**src/pkg/arf_defs.svh**
```systemverilog
// constants of the result accumulate and format stage
`ifndef ARF_DEFS_SVH
`define ARF_DEFS_SVH

`define ARF_CODE_W 12
`define ARF_ACC_W 19
`define ARF_RES_W 16
`define ARF_CNT_W 8
`define ARF_EXT_W 7
`define ARF_SE_MAX 12'hfff
`define ARF_SE_MIN 12'h000
`define ARF_DIFF_MAX 12'h7ff
`define ARF_DIFF_MIN 12'h800
`define ARF_RES_RESET 16'h0000
`define ARF_ACC_RESET 19'h00000
`define ARF_CNT_RESET 8'h00
`define ARF_CNT_ONE 8'h01
`define ARF_FULL_LOG2 3'h4

`endif

```
**src/pkg/arf_pkg.sv**
```systemverilog
// types of the result accumulate and format stage
`include "arf_defs.svh"

package arf_pkg;

    // one conversion code from the converter core
    typedef struct packed {
        logic valid;
        logic over_range;
        logic under_range;
        logic [`ARF_CODE_W-1:0] code;
    } arf_sample_type;

    // format settings, latched at conversion start
    typedef struct packed {
        logic left_adjust_select;
        logic differential;
        logic [2:0] sample_count_select;
    } arf_cfg_type;

    typedef enum logic [2:0] {
        ARF_IDLE = 3'b001,
        ARF_ACCUM = 3'b010,
        ARF_FORMAT = 3'b100
    } arf_state_type;

    typedef struct packed {
        arf_state_type st;
        arf_cfg_type cfg;
        logic [`ARF_ACC_W-1:0] acc;
        logic [`ARF_CNT_W-1:0] cnt;
        logic [`ARF_RES_W-1:0] result;
        logic ready;
        logic busy;
        logic clipped;
        logic clip_acc;
    } arf_regs_type;

endpackage : arf_pkg

```
**src/logic/arf_accum.sv**
```systemverilog
// result accumulate and format stage of the converter
`timescale 1ns/1ps
`default_nettype none

module arf_accum
    import arf_pkg::*;
(
    input wire logic core_clk,
    input wire logic resetn,
    input wire logic conv_start,
    input wire arf_cfg_type cfg,
    input wire arf_sample_type sample,
    output logic [`ARF_RES_W-1:0] conversion_result_register_q,
    output logic result_ready_q,
    output logic busy_q,
    output logic clipped_q
);

    ////////////////////////////////////////////////////////////////////////
    // state

    arf_regs_type q;
    arf_regs_type d;

    logic [`ARF_CODE_W-1:0] sat_code;
    logic [`ARF_ACC_W-1:0] ext_code;
    logic [`ARF_ACC_W-1:0] sum;
    logic [`ARF_CNT_W-1:0] target;
    logic [`ARF_CNT_W-1:0] cnt_next;
    logic [`ARF_ACC_W-1:0] shifted;
    logic [`ARF_RES_W-1:0] formatted;
    logic [2:0] right_shift;
    logic [2:0] left_shift;
    logic sample_clip;

    ////////////////////////////////////////////////////////////////////////
    // saturation and sign handling of one code

    always_comb begin
        sat_code = sample.code;
        sample_clip = sample.over_range | sample.under_range;
        // over range wins if the core ever flags both
        if (sample.over_range) begin
            if (q.cfg.differential) begin
                sat_code = `ARF_DIFF_MAX;
            end else begin
                sat_code = `ARF_SE_MAX;
            end
        end else if (sample.under_range) begin
            if (q.cfg.differential) begin
                sat_code = `ARF_DIFF_MIN;
            end else begin
                sat_code = `ARF_SE_MIN;
            end
        end
        if (q.cfg.differential) begin
            ext_code = {{`ARF_EXT_W{sat_code[`ARF_CODE_W-1]}}, sat_code};
        end else begin
            ext_code = {{`ARF_EXT_W{1'b0}}, sat_code};
        end
    end

    ////////////////////////////////////////////////////////////////////////
    // running sum and sample count

    always_comb begin
        // 19 bits hold 128 full-scale codes of either sign
        sum = q.acc + ext_code;
        cnt_next = q.cnt + `ARF_CNT_ONE;
        target = `ARF_CNT_ONE << q.cfg.sample_count_select;
    end

    ////////////////////////////////////////////////////////////////////////
    // result placement

    always_comb begin
        right_shift = 3'h0;
        left_shift = 3'h0;
        if (q.cfg.sample_count_select > `ARF_FULL_LOG2) begin
            right_shift = q.cfg.sample_count_select - `ARF_FULL_LOG2;
        end else begin
            left_shift = `ARF_FULL_LOG2 - q.cfg.sample_count_select;
        end
        // arithmetic shift keeps the sign of differential sums
        shifted = $unsigned($signed(q.acc) >>> right_shift);
        if (q.cfg.sample_count_select >= `ARF_FULL_LOG2) begin
            // adjust has no effect once the sum fills the word
            formatted = shifted[`ARF_RES_W-1:0];
        end else if (q.cfg.left_adjust_select) begin
            // low bits vacated by the shift read as zero
            formatted = q.acc[`ARF_RES_W-1:0] << left_shift;
        end else begin
            // upper bits of acc already hold zeros or the sign
            formatted = q.acc[`ARF_RES_W-1:0];
        end
    end

    ////////////////////////////////////////////////////////////////////////
    // sequencing

    always_comb begin
        d = q;
        d.ready = 1'b0;
        unique case (q.st)
            ARF_IDLE: begin
                d.busy = 1'b0;
            end
            ARF_ACCUM: begin
                if (sample.valid) begin
                    d.acc = sum;
                    d.cnt = cnt_next;
                    d.clip_acc = q.clip_acc | sample_clip;
                    if (cnt_next == target) begin
                        d.st = ARF_FORMAT;
                    end
                end
            end
            ARF_FORMAT: begin
                // result only moves once every sample is in
                d.result = formatted;
                d.clipped = q.clip_acc;
                d.ready = 1'b1;
                d.busy = 1'b0;
                d.st = ARF_IDLE;
            end
        endcase
        // a start always restarts, even mid accumulation
        if (conv_start) begin
            d.st = ARF_ACCUM;
            d.cfg = cfg;
            d.acc = `ARF_ACC_RESET;
            d.cnt = `ARF_CNT_RESET;
            d.clip_acc = 1'b0;
            d.busy = 1'b1;
        end
    end

    always_ff @(posedge core_clk) begin
        if (!resetn) begin
            q.st <= ARF_IDLE;
            q.cfg <= '0;
            q.acc <= `ARF_ACC_RESET;
            q.cnt <= `ARF_CNT_RESET;
            q.result <= `ARF_RES_RESET;
            q.ready <= 1'b0;
            q.busy <= 1'b0;
            q.clipped <= 1'b0;
            q.clip_acc <= 1'b0;
        end else begin
            q <= d;
        end
    end

    ////////////////////////////////////////////////////////////////////////
    // outputs

    assign conversion_result_register_q = q.result;
    assign result_ready_q = q.ready;
    assign busy_q = q.busy;
    assign clipped_q = q.clipped;

endmodule : arf_accum

`default_nettype wire

```
**config.mk**
```make
export PLATFORM = sky130hd
export DESIGN_NAME = arf_accum
export DESIGN_NICKNAME = d
export VERILOG_FILES = /design/src/pkg/arf_pkg.sv /design/src/logic/arf_accum.sv
export VERILOG_INCLUDE_DIRS = /design/src /design/src/pkg
export SDC_FILE = /design/constraint.sdc
export NUM_CORES = 1
export LEC_CHECK = 0
export BUFFER_PORTS_ARGS = -buffer_cell sky130_fd_sc_hd__clkbuf_2
export CAP_MARGIN = 10
export CORE_MARGIN = 2
export CORE_UTILIZATION = 50
export CTS_CLUSTER_SIZE = 8
export DETAILED_ROUTE_END_ITERATION = 7
export PLACE_DENSITY = 0.74
export SYNTH_ARGS = -nofsm -noshare
export SYNTH_HDL_FRONTEND = slang
export SYNTH_SLANG_ARGS = --single-unit
```
**constraint.sdc**
```tcl
create_clock -name core_clk -period 2.55 [get_ports core_clk]
set_input_delay 0.255 -clock core_clk [delete_from_list [all_inputs] [get_ports core_clk]]
set_output_delay 0.255 -clock core_clk [all_outputs]
set_load 0.1 [all_outputs]
```
# After elaboration in Yosys (flattened, before gate mapping)
# Cells that the tools add are included.
# word_totals
mem_count,0
out_inout_bits,19
inputBits,23
elab_cells,58
ram_bits,0
latchBits,0
romBits,0
register_bits,55
# op_classes
muxes,18
addsub,4
order_cmp,2
bitwise_logic,3
shifts,3
multipliers,0
eq_ne,8
n_reduce_logical,8
div_mod_pow,0
# ops
cell,n
two-way mux 27 bit,2
two-way mux 12 bit,4
two-way mux 34 bit,1
two-way mux 16 bit,2
adder 19 bit,1
two-way mux 19 bit,1
>>> shifter 19 x 3 -> 16 bit,1
<< shifter 16 x 3 -> 16 bit,1
two-way mux 3 bit,4
"adder 8 x 1 -> 8 bit, second input constant",1
equality test 8 bit,1
"<< shifter 1 x 3 -> 8 bit, first input constant",1
"inequality test 3 bit, second input constant",2
one-hot mux 3 bit (2 select lines),1
AND reduction 3 bit,2
"inequality test 2 bit, second input constant",2
nonzero test 2 bit,2
OR reduction 2 bit,2
"equality test 3 x 1 -> 1 bit, second input constant",1
"equality test 3 x 2 -> 1 bit, second input constant",1
"equality test 3 bit, second input constant",1
">= comparator 3 bit, second input constant",1
"greater-than comparator 3 bit, second input constant",1
two-way mux 1 bit,3
6 further kinds,7

# Logic depth before layout (Yosys ltp)
# logic_depth
ltp_word,8
depth_mapped,11
mapped_depth_nobuf,10

# Worst setup path before layout
# Ideal clock, no wire load.
# synth_timing
path_type,input to register
start,in sample[12] (netlist name)
end,reg q[40] (netlist name)
arrival_time_ps,2503
required_ps,2432
setup_ps,118
n_path_buf,1
path_stages,11
setup_slack_ps,-71
cell_sequence,inv_1 -> clkbuf_1 -> a21o_1 -> ha_1 -> fa_1 -> a21oi_1 -> o211ai_1 -> a21boi_0 -> o21ai_2 -> mux2_2 -> mux2i_1
# synth_between
elab_chain_cells,4
# synth_rtl
item,line,rtl
start: declaration,arf_accum.sv:12,"input wire arf_sample_type sample,"
two-way mux 12 bit,arf_accum.sv:49,end else if (sample.under_range) begin
two-way mux 12 bit,arf_accum.sv:43,if (sample.over_range) begin
two-way mux 19 bit,arf_accum.sv:56,if (q.cfg.differential) begin
adder 19 bit,arf_accum.sv:68,sum = q.acc + ext_code;
end: declaration,arf_accum.sv:22,arf_regs_type q;
# Every way passes these cells.
# A chain may end at the register's enable or synchronous reset.

# Worst setup path in the final report
# layout_timing
start,reg q[48] (netlist name)
end,"reg q, in the netlist conversion_result_register_q[6]"
# layout_between
elab_chain_cells,5
word_cells_on_any_way,10
cone_classes,add/sub (2); order compare (2); shift (2); mux (4)
# layout_rtl
item,line,rtl
subtractor 3 bit (no line) or greater-than comparator 3 bit (tied branches),--,
two-way mux 3 bit,arf_accum.sv:79,if (q.cfg.sample_count_select > `ARF_FULL_LOG2) begin
<< shifter 16 x 3 -> 16 bit,arf_accum.sv:91,formatted = q.acc[`ARF_RES_W-1:0] << left_shift;
two-way mux 16 bit,arf_accum.sv:89,end else if (q.cfg.left_adjust_select) begin
two-way mux 16 bit (*),arf_accum.sv:86,if (q.cfg.sample_count_select >= `ARF_FULL_LOG2) begin
# Mark *: on every way between the ends. The rest lies on a longest branch, timed or not.

==> key figures <==
Layout
  – Fin util: 56.57%
  – Number of diodes: 0
  – Layout cells sized above 1: 19.66%
  – Design area: 4910 sq um
  – Leading cell type in the layout, fill and taps excluded: nand2_1
  – P&R area growth vs syn: 10.22%
  – Layout Nets: 625
  – Most frequent cells in the layout: nand2_1, dfxtp_1, nor2_1, clkbuf_2
  – Final Non-Filler Cells: 693

Detailed routing
  – DR iter-0 viols: 247
  – Average wire per standard cell: 16.74 microns
  – First drt pass iteration count: 5
  – Routed vias/inst: 6.277
  – Routed WL: 11600 microns
  – # DRC: 0
  – DR vias: 4350
  – Post-DRT Antenna Nets: 0

STA
  – Fin. Hold Viols: 0
  – Max-slew violations: 0
  – Fin Setup TNS: 0 ps
  – Worst Tran Pin Value: 587.1 ps
  – FMAX: 0.4068 GHz
  – RSZ-0062 raised after global routing: no
  – Slew HR: 59.85%
  – Clk_skew: 6.732 ps
  – Period utilization: 96.41%
  – Crit path time final: 2458 ps
  – Setup violations, final: 0

Clock tree
  – Post-CTS Setup Repair Bufs: 0
  – CTS Sinks: 55
  – Hold_buf cts: 0
  – Clock slew seen by the registers of the worst setup and hold paths: 100 ps
  – Clock Tree Buf Depth: 2
  – CTS tree: yes
  – Clock root buffer: clkbuf_8
  – Total CTS buffers: 5
  – H-Tree Depth: 2
  – Worst-Skew Late Latency: 300 ps

Global routing
  – Met3 GRT Util: 3.436%
  – Met2 Resource Use GR: 36.73%
  – Global Route Usage Sum: 23.94%
  – Antenna violations before repair: 0
  – Number of global-route vias before repair: 3943
  – Gr busiest metal: met2
  – Met1 Track Usage GR: 34.84%
  – Total gr overflow: 0
  – Largest net degree at the start of global routing: 29
  – Wire length of the first global-routing pass: 19260 microns

Outcome
  – Status: finished clean

Synthesis
  – Synthesized Nets: 592
  – Synth Area in Simple Gates: 20.34%
  – EDFF count, synth: 0
  – Synth Cell Area: 4454 sq um
  – Avg Cell Area, Syn: 8.084 sq um
  – Sequential area share after synthesis: 24.72%
  – Synth top area share: 24.72%
  – Xor/xnor cell area share of the yosys netlist: 3.736%
  – Synthesized instance count: 551
  – Cell variety after synth: 66
  – Synth area leaders: dfxtp_1, mux4_2, mux2i_1, nand2_1, ha_1
  – Mux cell area share after synthesis: 13.12%
  – Dominant combinational cell family by area after synthesis: compound AO/OA/AOI/OAI gates
  – Top FF cell, synth: dfxtp_1
  – Synth area leader: dfxtp_1
  – #FFs+latches synth: 55
  – Ys Warns: 0
  – Asr flop ratio synth: 0%
  – Compound-cell area share of the yosys netlist: 24.94%
  – Post-Synth Adder-Cell Area: 5.225%

Setup path
  – Worst R2R Setup Slack: 90 ps
  – Startpoint Class: register
  – Worst EP arrival: 2710 ps
  – Worst Path Class, Setup: reg -> reg
  – Critical Path RT: 2800 ps
  – Crit path max fanout: 8
  – Critical path endpoint category: register

Die
  – Row count: 34
  – Die H: 98.39 microns
  – Core area: 8678 sq um
  – I/O Pins: 42
  – Starting Density: 51.33%
  – DIE AREA: 9680 sq um
  – Chip width: 98.39 microns

Job
  – Max Cap Viol: 0

Power
  – Worst vdd ir: 0.0002340 V
  – PD cells: 346.8 nW/um^2
  – P_leak: 0.001942 uW

Place
  – Placed inst area: 4823 sq um
  – Post-DP HPWL: 8888 microns
  – Number of port buffers: 41
  – Routability Congestion: 0.9653
  – Inst Count DP: 685

Worst hold path
  – Worst Hold Class: in -> reg
[area by class of cell]
class / instances / area, sq um
Timing Repair Buffer: 81 / 518.0
Multi-Input combinational cell: 424 / 3010
Fill cell: 791 / 3769
Clock inverter: 1 / 5.005
Clock buffer: 7 / 76.32
Sequential cell: 55 / 1101
Tap cell: 108 / 135.1
Inverter: 17 / 63.81
[logic make-up (layout without fill, tap and decap cells)]
| family | count (synthesis) | count (layout) |
|---|---|---|
| simple gates | 187 | 187 |
| compound gates | 158 | 158 |
| buf+inv | 72 | 106 |
| flops | 55 | 55 |
| mux | 42 | 42 |
| xor+xnor | 19 | 19 |
| fa+ha+maj | 18 | 18 |
[sequential cells by signal, indices dropped and copies added (netlist names)]
signal / cells
q: 36
clipped_q: 1
conversion_result_register_q: 16
busy_q: 1
result_ready_q: 1
[worst max-delay path: stages, from the launching register on]
cell and delay [ps]:
dfxtp_1 350, inv_1 80, ha_1 200, nand2b_1 220, nand2_1 320, mux2i_1 160, a21o_1 210, a2111oi_0 580
o221a_2 290
[through the flow]
stage	total power [uW]	hold slack [ps]	worst slack, ps
floorplan	1136	424.8	54.87
global placement	1234	453.0	10.38
detailed placement	1241	457.9	-99.52
CTS	1718	196.3	139.3
global route	1787	214.6	7.981
finish	1702	202.9	91.54
[final timing paths]
kind	from	endpoint	cells past startpoint
worst max-delay path	q[48]	conversion_result_register_q[6]	8
worst min-delay path	cfg[1]	q[48]	3
worst max register to register	q[48]	conversion_result_register_q[6]	8
worst min register to register	conversion_result_register_q[1]	conversion_result_register_q[1]	2
[Yosys cell counts, drive strengths merged (4+ instances only)]
cell	count
a211oi	6
mux2i	28
xnor2	13
xor2	6
a21o	18
nor3	6
mux4	13
inv	17
nor4	5
nor2b	10
o221ai	12
a311o	4
o21ai	25
nand4	6
a21oi	39
a21boi	4
dfxtp	55
o211ai	8
nand2b	4
clkbuf	26
o22ai	8
o221a	4
a31oi	5
nor2	46
or3	9
buf	29
nand2	61
nand3	23
and3	4
ha	17
o21a	5
a211o	4
[power breakdown]
group	internal [uW]	total (uW)	switching, uW	leakage [uW]
logic	143	344	201	0.00145
clock network	194	477	283	0.0000422
registers	870	882	12.1	0.000445
total	1210	1700	496	0.00194
[repair_timing]
action | in CTS | in global routing
hold endpoints to repair | 0 | 0
setup endpoints to repair | 0 | 3
resized for setup | 0 | 1
[metal layers]
metal | vias to the layer above | routed length, microns
li1 | 2086 | -
met1 | 2066 | 5368
met2 | 175 | 5225
met3 | 23 | 790
met4 | 0 | 220
met5 | - | 0
(Power assumes the default switching activity.)
